## config.mk

```make
export PLATFORM = sky130hd
export DESIGN_NAME = phy_vendor_status_regs
export DESIGN_NICKNAME = d
export VERILOG_FILES = /design/src/phy_vendor_pkg.sv /design/src/phy_vendor_status_regs.sv /design/src/level_sync.sv /design/src/event_tally.sv
export SDC_FILE = /design/constraint.sdc
export NUM_CORES = 1
export LEC_CHECK = 0
export ABC_AREA = 1
export BUFFER_PORTS_ARGS = -buffer_cell sky130_fd_sc_hd__buf_4
export CORE_MARGIN = 5
export CORE_UTILIZATION = 43
export DETAILED_ROUTE_END_ITERATION = 10
export PLACE_DENSITY_LB_ADDON = 0.15
export REMOVE_ABC_BUFFERS = 1
export SLEW_MARGIN = 15
export SYNTH_ARGS = -nofsm -noshare
export SYNTH_HDL_FRONTEND = slang
export SYNTH_SLANG_ARGS = --single-unit
```

## constraint.sdc

```tcl
create_clock -name mclk_in -period 3.85 [get_ports mclk_in]
set_input_delay 0.77 -clock mclk_in [delete_from_list [all_inputs] [get_ports mclk_in]]
set_output_delay 0.77 -clock mclk_in [all_outputs]
set_load 0.02 [all_outputs]
```

## src/phy_vendor_pkg.sv

```systemverilog
// Constants and carrier types for the vendor management register bank.
// Assumes a 5-bit register address and 16-bit data from the frame logic.
package phy_vendor_pkg;
  localparam int ADDR_W = 5;
  localparam int DATA_W = 16;

  localparam logic [4:0] CFG_ADDR   = 5'h14;
  localparam logic [4:0] IRQ_ADDR   = 5'h15;
  localparam logic [4:0] RXERR_ADDR = 5'h16;
  localparam logic [4:0] LOSS_ADDR  = 5'h17;
  localparam logic [4:0] STRAP_ADDR = 5'h18;
  localparam logic [4:0] SAVE_ADDR  = 5'h1d;

  // Interrupt register fields
  localparam int PEND_BIT     = 15;
  localparam int DUP_BLK_BIT  = 11;
  localparam int SPD_BLK_BIT  = 10;
  localparam int LINK_BLK_BIT = 9;
  localparam int GLB_BLK_BIT  = 8;
  localparam int DUP_CHG_BIT  = 4;
  localparam int SPD_CHG_BIT  = 3;
  localparam int LINK_CHG_BIT = 2;
  localparam int STATUS_BIT   = 0;

  // Configuration and power saving fields
  localparam int PRE_NORMAL_BIT = 11;
  localparam int TX10_EN_BIT    = 10;
  localparam int CUT_SIZE_BIT   = 11;
  localparam int DRIVE_OFF_BIT  = 9;

  localparam logic [15:0] STRAP_RESET   = 16'hc4e0;
  localparam logic [15:0] STRAP_RW_MASK = 16'h1f00;

  localparam logic [4:0] CUT_SHORT = 5'h0a;
  localparam logic [4:0] CUT_LONG  = 5'h14;
  localparam logic [4:0] CUT_NONE  = 5'h00;

  // Cycles after reset release before synchronised straps are trusted
  localparam logic [1:0] STRAP_SETTLE = 2'h2;

  typedef struct packed {
    logic       strap_led_style;
    logic       strap_irq_pin;
    logic       strap_cable_state;
    logic       strap_isolate;
    logic       strap_reduced_pin_mode;
    logic       strap_10m_serial;
    logic       strap_repeater;
    logic       strap_test_mode;
    logic [2:0] strap_opmode;
    logic [4:0] strap_phy_addr;
  } strap_t;

  typedef struct packed {
    logic duplex_event_block;
    logic speed_event_block;
    logic link_event_block;
    logic global_irq_block;
  } irq_mask_t;

  typedef struct packed {
    logic duplex_changed_flag;
    logic speed_changed_flag;
    logic link_changed_flag;
  } event_flags_t;
endpackage

```

## src/phy_vendor_status_regs.sv

```systemverilog
// Vendor management registers: event interrupt, error and loss tallies,
// strap capture and transmit power saving controls.
// Assumes frame logic on mclk_in issues one-cycle read/write strobes;
// link state inputs come from same-clock logic, straps from pins.
`timescale 1ns/1ps
module phy_vendor_status_regs #(
  parameter int RXERR_W = 16,
  parameter int LOSS_W  = 8
) (
  input  wire logic                  mclk_in,
  input  wire logic                  arst_n_in,
  input  wire logic [4:0]            mgmt_addr_in,
  input  wire logic                  mgmt_wr_in,
  input  wire logic                  mgmt_rd_in,
  input  wire logic [15:0]           mgmt_wdata_in,
  output logic      [15:0]           mgmt_rdata_out,
  output logic                       mgmt_rvalid_out,
  input  wire logic                  duplex_state_in,
  input  wire logic                  speed_state_in,
  input  wire logic                  link_state_in,
  input  wire logic                  rx_error_in,
  input  wire logic                  link_drop_in,
  input  wire phy_vendor_pkg::strap_t strap_levels_in,
  output phy_vendor_pkg::strap_t     strap_state_out,
  output logic                       mgmt_irq_out_n,
  output logic                       tx10_power_saving_out,
  output logic      [4:0]            preamble_cut_out,
  output logic                       tx_drive_reduce_out
);
  typedef struct packed {
    phy_vendor_pkg::irq_mask_t    msk;
    phy_vendor_pkg::event_flags_t flg;
    logic                         irq_status_flag;
    logic                         dup_prev;
    logic                         spd_prev;
    logic                         link_prev;
    logic                         primed;
    phy_vendor_pkg::strap_t       strap;
    logic                         strap_done;
    logic [1:0]                   settle_cnt;
    logic                         preamble_normal;
    logic                         tx10_power_saving_en;
    logic                         preamble_cut_size;
    logic                         tx_drive_saving_off;
    logic [4:0]                   preamble_cut;
    logic                         drive_reduce;
    logic [15:0]                  rdata;
    logic                         rvalid;
  } state_t;

  localparam state_t ST_RESET = '{
    msk:     '1,
    strap:   phy_vendor_pkg::STRAP_RESET,
    default: '0
  };

  generate
    if (RXERR_W < 1 || RXERR_W > 16 || LOSS_W < 1 || LOSS_W > 16)
    begin : g_bad_width
      $error("tally widths must be 1 to 16");
    end
  endgenerate

  state_t               st;
  state_t               next_st;
  logic   [15:0]        strap_sync;
  logic   [RXERR_W-1:0] rx_count;
  logic   [LOSS_W-1:0]  loss_count;
  logic   [15:0]        rd_word;
  logic   [2:0]         blocks;
  logic                 raise;
  logic                 rd_irq;
  logic                 wr_irq;
  logic                 rd_rx;
  logic                 rd_loss;
  logic                 wr_strap;
  logic                 wr_cfg;
  logic                 wr_save;
  logic                 dup_evt;
  logic                 spd_evt;
  logic                 link_evt;

  assign rd_irq   = mgmt_rd_in && mgmt_addr_in == phy_vendor_pkg::IRQ_ADDR;
  assign wr_irq   = mgmt_wr_in && mgmt_addr_in == phy_vendor_pkg::IRQ_ADDR;
  assign rd_rx    = mgmt_rd_in && mgmt_addr_in == phy_vendor_pkg::RXERR_ADDR;
  assign rd_loss  = mgmt_rd_in && mgmt_addr_in == phy_vendor_pkg::LOSS_ADDR;
  assign wr_strap = mgmt_wr_in && mgmt_addr_in == phy_vendor_pkg::STRAP_ADDR;
  assign wr_cfg   = mgmt_wr_in && mgmt_addr_in == phy_vendor_pkg::CFG_ADDR;
  assign wr_save  = mgmt_wr_in && mgmt_addr_in == phy_vendor_pkg::SAVE_ADDR;

  // First cycle after reset has no history, so no change is reported
  assign dup_evt  = st.primed && (duplex_state_in != st.dup_prev);
  assign spd_evt  = st.primed && (speed_state_in != st.spd_prev);
  assign link_evt = st.primed && (link_state_in != st.link_prev);

  level_sync #(
    .W (16)
  ) u_strap_sync (
    .mclk_in   (mclk_in),
    .arst_n_in (arst_n_in),
    .level_in  (strap_levels_in),
    .level_out (strap_sync)
  );

  event_tally #(
    .W (RXERR_W)
  ) u_rx_tally (
    .mclk_in   (mclk_in),
    .arst_n_in (arst_n_in),
    .event_in  (rx_error_in),
    .clear_in  (rd_rx),
    .count_out (rx_count)
  );

  event_tally #(
    .W (LOSS_W)
  ) u_loss_tally (
    .mclk_in   (mclk_in),
    .arst_n_in (arst_n_in),
    .event_in  (link_drop_in),
    .clear_in  (rd_loss),
    .count_out (loss_count)
  );

  always_comb begin
    rd_word = '0;
    case (mgmt_addr_in)
      phy_vendor_pkg::IRQ_ADDR: begin
        rd_word[phy_vendor_pkg::PEND_BIT]     = st.irq_status_flag;
        rd_word[phy_vendor_pkg::DUP_BLK_BIT]  = st.msk.duplex_event_block;
        rd_word[phy_vendor_pkg::SPD_BLK_BIT]  = st.msk.speed_event_block;
        rd_word[phy_vendor_pkg::LINK_BLK_BIT] = st.msk.link_event_block;
        rd_word[phy_vendor_pkg::GLB_BLK_BIT]  = st.msk.global_irq_block;
        rd_word[phy_vendor_pkg::DUP_CHG_BIT]  = st.flg.duplex_changed_flag;
        rd_word[phy_vendor_pkg::SPD_CHG_BIT]  = st.flg.speed_changed_flag;
        rd_word[phy_vendor_pkg::LINK_CHG_BIT] = st.flg.link_changed_flag;
        rd_word[phy_vendor_pkg::STATUS_BIT]   = st.irq_status_flag;
      end
      phy_vendor_pkg::RXERR_ADDR: begin
        rd_word = 16'(rx_count);
      end
      phy_vendor_pkg::LOSS_ADDR: begin
        rd_word = 16'(loss_count);
      end
      phy_vendor_pkg::STRAP_ADDR: begin
        rd_word = st.strap;
      end
      phy_vendor_pkg::CFG_ADDR: begin
        rd_word[phy_vendor_pkg::PRE_NORMAL_BIT] = st.preamble_normal;
        rd_word[phy_vendor_pkg::TX10_EN_BIT]    = st.tx10_power_saving_en;
      end
      phy_vendor_pkg::SAVE_ADDR: begin
        rd_word[phy_vendor_pkg::CUT_SIZE_BIT]  = st.preamble_cut_size;
        rd_word[phy_vendor_pkg::DRIVE_OFF_BIT] = st.tx_drive_saving_off;
      end
      default: begin
        rd_word = '0;
      end
    endcase
  end

  always_comb begin
    next_st           = st;
    next_st.primed    = 1'b1;
    next_st.dup_prev  = duplex_state_in;
    next_st.spd_prev  = speed_state_in;
    next_st.link_prev = link_state_in;

    if (wr_irq) begin
      next_st.msk.duplex_event_block =
        mgmt_wdata_in[phy_vendor_pkg::DUP_BLK_BIT];
      next_st.msk.speed_event_block =
        mgmt_wdata_in[phy_vendor_pkg::SPD_BLK_BIT];
      next_st.msk.link_event_block =
        mgmt_wdata_in[phy_vendor_pkg::LINK_BLK_BIT];
      next_st.msk.global_irq_block =
        mgmt_wdata_in[phy_vendor_pkg::GLB_BLK_BIT];
    end

    if (rd_irq) begin
      next_st.flg = '0;
    end
    if (dup_evt) begin
      next_st.flg.duplex_changed_flag = 1'b1;
    end
    if (spd_evt) begin
      next_st.flg.speed_changed_flag = 1'b1;
    end
    if (link_evt) begin
      next_st.flg.link_changed_flag = 1'b1;
    end

    blocks = {next_st.msk.duplex_event_block,
              next_st.msk.speed_event_block,
              next_st.msk.link_event_block};
    raise  = !next_st.msk.global_irq_block && |(next_st.flg & ~blocks);
    next_st.irq_status_flag = (st.irq_status_flag && !rd_irq) || raise;

    if (!st.strap_done) begin
      if (st.settle_cnt == phy_vendor_pkg::STRAP_SETTLE) begin
        next_st.strap      = phy_vendor_pkg::strap_t'(strap_sync);
        next_st.strap_done = 1'b1;
      end else begin
        next_st.settle_cnt = st.settle_cnt + 2'h1;
      end
    end else if (wr_strap) begin
      // Only bits 12 to 8 take writes
      next_st.strap = phy_vendor_pkg::strap_t'(
        (st.strap & ~phy_vendor_pkg::STRAP_RW_MASK) |
        (mgmt_wdata_in & phy_vendor_pkg::STRAP_RW_MASK));
    end

    if (wr_cfg) begin
      next_st.preamble_normal =
        mgmt_wdata_in[phy_vendor_pkg::PRE_NORMAL_BIT];
      next_st.tx10_power_saving_en =
        mgmt_wdata_in[phy_vendor_pkg::TX10_EN_BIT];
    end
    if (wr_save) begin
      next_st.preamble_cut_size =
        mgmt_wdata_in[phy_vendor_pkg::CUT_SIZE_BIT];
      next_st.tx_drive_saving_off =
        mgmt_wdata_in[phy_vendor_pkg::DRIVE_OFF_BIT];
    end

    if (next_st.tx10_power_saving_en && !next_st.preamble_normal) begin
      next_st.preamble_cut = next_st.preamble_cut_size ?
        phy_vendor_pkg::CUT_SHORT : phy_vendor_pkg::CUT_LONG;
    end else begin
      next_st.preamble_cut = phy_vendor_pkg::CUT_NONE;
    end

    next_st.drive_reduce = !next_st.tx_drive_saving_off && !link_state_in;

    // Read data holds until the next read
    next_st.rvalid = mgmt_rd_in;
    if (mgmt_rd_in) begin
      next_st.rdata = rd_word;
    end
  end

  always_ff @(posedge mclk_in or negedge arst_n_in) begin
    if (!arst_n_in) begin
      st <= ST_RESET;
    end else begin
      st <= next_st;
    end
  end

  assign mgmt_rdata_out        = st.rdata;
  assign mgmt_rvalid_out       = st.rvalid;
  assign strap_state_out       = st.strap;
  assign mgmt_irq_out_n        = !st.irq_status_flag;
  assign tx10_power_saving_out = st.tx10_power_saving_en;
  assign preamble_cut_out      = st.preamble_cut;
  assign tx_drive_reduce_out   = st.drive_reduce;

  logic [15:0] strap_ro;
  logic [15:0] strap_rw;
  logic [15:0] wdata_rw;
  logic        any_evt;

  assign strap_ro = st.strap & ~phy_vendor_pkg::STRAP_RW_MASK;
  assign strap_rw = st.strap & phy_vendor_pkg::STRAP_RW_MASK;
  assign wdata_rw = mgmt_wdata_in & phy_vendor_pkg::STRAP_RW_MASK;
  assign any_evt  = dup_evt || spd_evt || link_evt;
endmodule

```

## src/level_sync.sv

```systemverilog
// Two-stage synchroniser for a group of slow asynchronous levels.
// Assumes the levels are quasi-static; bits may land a cycle apart.
`timescale 1ns/1ps
module level_sync #(
  parameter int W = 16
) (
  input  wire logic         mclk_in,
  input  wire logic         arst_n_in,
  input  wire logic [W-1:0] level_in,
  output logic      [W-1:0] level_out
);
  typedef struct packed {
    logic [W-1:0] s1;
    logic [W-1:0] s2;
  } sync_state_t;

  sync_state_t st;
  sync_state_t next_st;

  generate
    if (W < 1) begin : g_bad_width
      $error("level_sync width must be positive");
    end
  endgenerate

  always_comb begin
    next_st    = st;
    next_st.s1 = level_in;
    next_st.s2 = st.s1;
  end

  always_ff @(posedge mclk_in or negedge arst_n_in) begin
    if (!arst_n_in) begin
      st <= '0;
    end else begin
      st <= next_st;
    end
  end

  assign level_out = st.s2;
endmodule

```

## src/event_tally.sv

```systemverilog
// Clear-on-read event counter that wraps at its width.
// Assumes event and clear are one-cycle pulses on the same clock.
`timescale 1ns/1ps
module event_tally #(
  parameter int W = 16
) (
  input  wire logic         mclk_in,
  input  wire logic         arst_n_in,
  input  wire logic         event_in,
  input  wire logic         clear_in,
  output logic      [W-1:0] count_out
);
  typedef struct packed {
    logic [W-1:0] count;
  } tally_state_t;

  tally_state_t st;
  tally_state_t next_st;

  generate
    if (W < 1 || W > 16) begin : g_bad_width
      $error("event_tally width must be 1 to 16");
    end
  endgenerate

  always_comb begin
    next_st = st;
    if (clear_in) begin
      next_st.count = W'(event_in);
    end else if (event_in) begin
      next_st.count = st.count + W'(1);
    end
  end

  always_ff @(posedge mclk_in or negedge arst_n_in) begin
    if (!arst_n_in) begin
      st <= '0;
    end else begin
      st <= next_st;
    end
  end

  assign count_out = st.count;
endmodule

```

==> out/metrics.yaml, run 1 <==
cts:
  cts_tree: "built"
  cts_sinks: 111
  cts_root_buffer: "clkbuf_16"
  clk_pin_slew_ps: 80
  clock_path_buffers: 2
  cts_made_buffers: 9
  h-tree-depth: 3
  clk_latency_ps: 360
  holdBufCountCts: 0
  cts_resized: 0
  cts_setup_buffers: 0
timing:
  slew_viol_final: 0
  rsz0062_at_grt: "false"
  hold_viol: 0
  setup_violations: 0
  fin_crit_ps: 1830
  fmax_mhz: 546
  tightest_slew_ps: 864
  fin_skew_ps: 6.80
  fin_setup_tns_ps: 0
  fin_crit_sh: 0.476
  max_slew_margin: 0.424
layout:
  antenna_cells: 0
  final_cell_mix: "nand2_1 (187), dfrtp_1 (101), buf_4 (77)"
  multi_input_area_mm2: 0.00161
  area_growth_pct: 14.9
  regArea_mm2: 0.00279
  layout.nets: 646
  fillers: 1104
  layout-drive-gt1-share: 0.214
  layout_commonest_cell: "nand2_1"
  final_cells: 745
global_route:
  antenna_found_initial: 0
  grt_max_degree: 69
  grt_pass1_wl_mm: 17.5
  grt_pass1_vias: 3566
  overflow: 0
  grt_use_total: 0.165
setup_path:
  slowest_stage: "clkinv_1"
  cpPeakStageDelay_ps: 530
  path_cells: "buf_4 -> clkinv_1 -> nor2_1 -> nor2_1"
  reg2regPathDepth: 7
  reg2reg_from: "st[27]"
  cp_num_buf_inv: 2
  cp_max_fo: 21
  regToRegSetupSlack_ps: 2230
  critical_path_required_ps: 4080
  critical_path_class: "in2reg"
  path_common_cell: "nor2_1"
  cp_top_family: "buffers and inverters"
  crit_path_end_kind: "register"
  reg2reg_to: "strap_state_out[12]"
  worstSetupStartpointType: "primary input"
  arrival_ps: 2060
yosys:
  synth-seq-cells: 111
  netlist_instances: 555
  synth_cell_types: 36
  syn_area_mm2: 0.00494
  yosys_warnings: 0
  synth.avg_cell_area_um2: 8.90
  yosysSeqAreaShare: 0.565
routing:
  vias_per_cell: 4.80
  route.detailed.drc: 0
  dr_total_vias: 3574
  wl_per_cell_um: 13.9
  drtPass1Iterations: 4
  ant_nets: 0
  drtIter0Drc: 138
  wl_mm: 10.3
worst_hold_path:
  hold_path_class: "reg2reg"
  hold_start: "u_strap_sync.next_st[15]"
  min_path_cells: 0
  whs_endpoint: "u_strap_sync.level_out[15]"
floorplanning:
  io_pins: 87
  initial_core_util: 0.436
  dieWidth_um: 117
  die_area_mm2: 0.0137
  rows: 39
  core_area_mm2: 0.0113
  die_y_um: 117
status:
  outcome: "completed"
placement:
  place_congestion: 0.878
  dpl.hpwl_mm: 7.76
  io_buffer_count: 74
  placedCellCount: 729
power:
  p_leak_nw: 2.91
  power_density_mw_per_mm2: 492
  power_mw: 2.80
  ir_drop_mv: 0.238
flow_run:
  drv_cap: 0
[registers in the layout (all words and copies together) (netlist names)]
name and flops:
st 18, mgmt_rvalid_out 1, u_strap_sync.next_st 16, u_rx_tally.count_out 16
mgmt_rdata_out 16, strap_state_out 16, u_loss_tally.count_out 8, tx10_power_saving_out 1
u_strap_sync.level_out 16, tx_drive_reduce_out 1, preamble_cut_out 2
[final cells by class]
class	count	area share
clock buffers	9	0.0397
clock inverters	7	0.0141
inverters	56	0.0375
multi-input cells	342	0.284
flip-flops and latches	111	0.491
well taps	143	0.0315
repair buffers	77	0.102
[power by group]
| part | internal, mW | switching, mW |
|---|---|---|
| combinational | 0.173 | 0.254 |
| sequential | 1.31 | 0.114 |
| clock | 0.469 | 0.473 |
[worst max-delay path by stage]
stage	startpoint	end	slack (ps)	cells past startpoint
2_1_floorplan	mgmt_addr_in[2]	u_rx_tally.count_out[0]	2050	9
3_3_place_gp	mgmt_rd_in	u_rx_tally.count_out[10]	1580	4
3_5_place_dp	mgmt_rd_in	u_rx_tally.count_out[10]	1590	4
4_1_cts	mgmt_rd_in	u_rx_tally.count_out[10]	1980	4
5_1_grt	mgmt_rd_in	u_rx_tally.count_out[3]	1850	4
6_report	mgmt_rd_in	u_rx_tally.count_out[3]	2020	4
[metal layers]
layer | routed length (µm) | track usage | up-vias
met2 | 5060 | 0.266 | 68
met4 | 125 | 0.0413 | 0
met3 | 494 | 0.0401 | 11
met1 | 4660 | 0.225 | 1701
met5 | 0 | 0 | -
li1 | - | - | 1794
[metrics by stage]
stage / utilization / hold slack (ps) / setup slack [ps] / instance area, µm²
final: 0.502 / 352 / 2020 / 5680
after global routing: 0.502 / 357 / 1850 / 5680
after CTS: 0.502 / 354 / 1980 / 5680
after detailed placement: 0.475 / 335 / 1590 / 5370
after global placement: 0.475 / 332 / 1580 / 5370
after floorplan: - / 331 / 2050 / 4620
[Yosys cell counts]
library cell	count	area, µm²
nor3_1	7	35.0
nand4_1	14	87.6
a21oi_1	12	60.1
xor2_1	5	43.8
dfrtp_1	101	2530
nand2_2	3	18.8
nor2_2	3	18.8
xnor2_1	1	8.76
a31oi_1	1	6.26
ha_1	3	37.5
clkinv_1	2	7.51
o22ai_1	1	6.26
nand3b_1	1	7.51
dfstp_2	10	263
nand2_1	187	702
nand3_1	32	160
buf_1	1	3.75
conb_1	2	7.51
or2_2	3	18.8
buf_4	38	285
o21ai_0	17	85.1
inv_2	5	18.8
nor3b_1	2	15.0
buf_2	1	5.00
o21a_1	1	7.51
inv_4	1	6.26
nor2_1	28	105
nor2_4	4	45.0
nand2_4	4	45.0
o21ai_2	2	17.5
nand4_4	1	21.3
buf_6	1	11.3
clkbuf_1	5	18.8
inv_1	48	180
o21ai_1	3	15.0
o211ai_1	5	37.5
[kinds of logic after synthesis]
| logic type | count (synthesis) | share of synthesized area |
|---|---|---|
| simple gates | 289 | 0.259 |
| flops | 111 | 0.565 |
| buf+inv | 102 | 0.109 |
| compound gates | 42 | 0.0476 |
| xor+xnor | 6 | 0.0106 |
| fa+ha+maj | 3 | 0.00760 |
| other cells | 2 | 0.00152 |
Note: power is estimated with default switching activity, not from simulation.
==> run 2: changes to the inputs <==
==> constraint.sdc (replaced) <==
create_clock -name mclk_in -period 1.6 [get_ports mclk_in]
set_input_delay 0.32 -clock mclk_in [delete_from_list [all_inputs] [get_ports mclk_in]]
set_output_delay 0.32 -clock mclk_in [all_outputs]
set_load 0.02 [all_outputs]
==> run 2 against run 1 <==
Routed wire length up 4.0%. Worst setup slack lost 1900 ps. Critical path depth increased by 4. Hold slack got worse by 280 ps. Via count increased by 1.3%. Clock power is 150% higher. Sequential share of layout area decreased by 1.4 points. Critical endpoint is now u_rx_tally.count_out[10].
==> out/metrics.yaml, run 2 (same netlist as run 1, synthesis figures left out) <==
setup_path:
  arrival_ps: 1750  # was 2060 ps
  cp_top_family: "simple AND/OR/NAND/NOR gates"  # was buffers and inverters
  slowest_stage: "dfrtp_1"  # was clkinv_1
  worstSetupStartpointType: "register"  # was primary input
  path_cells: "ha_2 -> nand2_1 -> nor2_2 -> nand2_1 -> nor2_4 -> inv_1 -> o21ai_1 -> nor3b_2"  # was buf_4 -> clkinv_1 -> nor2_1 -> nor2_1
  cpPeakStageDelay_ps: 380  # was 530 ps
  critical_path_class: "reg2reg"  # was in2reg
  crit_path_end_kind: "register"  # unchanged
  cp_max_fo: 3  # was 21
  critical_path_required_ps: 1870  # was 4080 ps
  cp_num_buf_inv: 1  # was 2
  path_common_cell: "nand2_1"  # was nor2_1
layout:
  fin_area_mm2: 0.00585  # was 0.00568 mm²
  final_cell_mix: "nand2_1 (186), dfrtp_1 (101), buf_4 (88)"  # was nand2_1 (187), dfrtp_1 (101), buf_4 (77)
  regMostFlops: "st"  # unchanged
  antenna_cells: 0  # unchanged
  final_cells: 759  # was 745
  layout_commonest_cell: "nand2_1"  # unchanged
  area_growth_pct: 18.4  # was 14.9%
  layout-drive-gt1-share: 0.240  # was 0.214
  layout.nets: 660  # was 646
  largest_reg_flops: 18  # unchanged
timing:
  setup_violations: 0  # unchanged
  fin_crit_sh: 0.922
  finalWorstSetupSlack_ps: 125  # was 2020 ps
  fmax_mhz: 678
  hold_viol: 0  # unchanged
  fin_skew_ps: 4.31  # was 6.80 ps
  slew_viol_final: 0  # unchanged
  rsz0062_at_grt: "false"  # unchanged
  fin_crit_ps: 1470
  holdWs_ps: 70.5  # was 352 ps
routing:
  wl_met2_mm: 5.28  # was 5.06 mm
  drtPass1Iterations: 4  # unchanged
  routed.top_layer: "met4"  # unchanged
  dr_total_vias: 3620  # was 3574
  met1_length_mm: 4.86  # was 4.66 mm
  ant_nets: 0  # unchanged
  wl_mm: 10.8  # was 10.3 mm
  drtIter0Drc: 205  # was 138
  vias_per_cell: 4.77  # was 4.80
  dr_wl_met3_um: 445  # was 494 µm
  wl_per_cell_um: 14.2  # was 13.9 µm
  route.detailed.drc: 0  # unchanged
global_route:
  grt_use_total: 0.173  # was 0.165
  grt_max_degree: 48  # was 69
  antenna_found_initial: 0  # unchanged
  grt_pass1_wl_mm: 18.3  # was 17.5 mm
  overflow: 0  # unchanged
  grt_pass1_vias: 3825  # was 3566
flow_run:
  drv_cap: 0  # unchanged
floorplanning:
  die_y_um: 117  # unchanged
  core_area_mm2: 0.0113  # unchanged
  dieWidth_um: 117  # unchanged
  initial_core_util: 0.436  # unchanged
  die_area_mm2: 0.0137  # unchanged
  io_pins: 87  # unchanged
  rows: 39  # unchanged
cts:
  clock_path_buffers: 2  # unchanged
  cts_made_buffers: 9  # unchanged
  clk_pin_slew_ps: 70  # was 80 ps
  cts_tree: "built"  # unchanged
  clk_latency_ps: 350  # was 360 ps
  h-tree-depth: 3  # unchanged
  cts_root_buffer: "clkbuf_16"  # unchanged
  cts_sinks: 111  # unchanged
placement:
  placedCellCount: 741  # was 729
  io_buffer_count: 74  # unchanged
  place_congestion: 0.878  # about the same
  pre_cts_slack_ps: 88.7  # was 1590 ps
  dpl_cell_area_mm2: 0.00549  # was 0.00537 mm²
  dpl.hpwl_mm: 8.17  # was 7.76 mm
power:
  p_leak_nw: 2.99  # was 2.91 nW
  power_mw: 6.86  # was 2.80 mW
  power_density_mw_per_mm2: 1170  # was 492 mW/mm²
  ir_drop_mv: 0.706  # was 0.238 mV
worst_hold_path:
  hold_path_class: "in2reg"  # was reg2reg
status:
  outcome: "completed"  # unchanged
run 2: cell count changes in the layout (fill, tap and decap cells not counted), sizes merged:
cell / previous run / this run
buf: 77 / 90
bufinv: 0 / 1
clkbuf: 9 / 10
clkinv: 4 / 5
dlygate4sd3: 0 / 1
inv: 59 / 56
run 2: area by class of cell:
class                   count  area [µm²]
fillers                  1083        5470
flip-flops and latches    111        2790
multi-input cells         342        1640
repair buffers             91         711
clock buffers              10         239
inverters                  56         213
well taps                 143         179
clock inverters             6        76.3
run 2: timing repair:
action                                  4_1_cts  5_1_grt
hold buffers                                  1        0
endpoints found under the setup margin        0        3
hold endpoints to repair                     21        0
buffers inserted                              0        1
gates resized for setup                       0        8
run 2: path summary, 6_finish.rpt:
| check | endpoint | startpoint | cells past startpoint | slack [ps] |
|---|---|---|---|---|
| setup / recovery | u_rx_tally.count_out[10] | u_rx_tally.count_out[0] | 8 | 130 |
| hold / removal | u_strap_sync.next_st[12] | strap_levels_in[12] | 1 | 70 |
| setup reg to reg | u_rx_tally.count_out[10] | u_rx_tally.count_out[0] | 8 | 130 |
| hold reg to reg | u_strap_sync.level_out[14] | u_strap_sync.next_st[14] | 0 | 350 |
| max in group asynchronous | strap_state_out[7] | arst_n_in | 3 | 570 |
| min in group asynchronous | st[46] | arst_n_in | 2 | 420 |
run 2: where the power goes:
group | internal (mW) | switching (mW)
clock network | 1.28 | 1.05
registers | 3.16 | 0.274
logic | 0.458 | 0.631
run 2: per-layer routing:
| metal | global-route usage | up-vias |
|---|---|---|
| li1 | - | 1815 |
| met1 | 0.227 | 1717 |
| met2 | 0.287 | 75 |
| met3 | 0.0298 | 13 |
| met4 | 0.0657 | 0 |
| met5 | 0 | - |
run 2: per-stage QoR:
stage	setup TNS (ps)	utilization
floorplan	-212	-
global placement	0	0.485
detailed placement	0	0.485
CTS	0	0.513
global route	0	0.517
finish	0	0.517
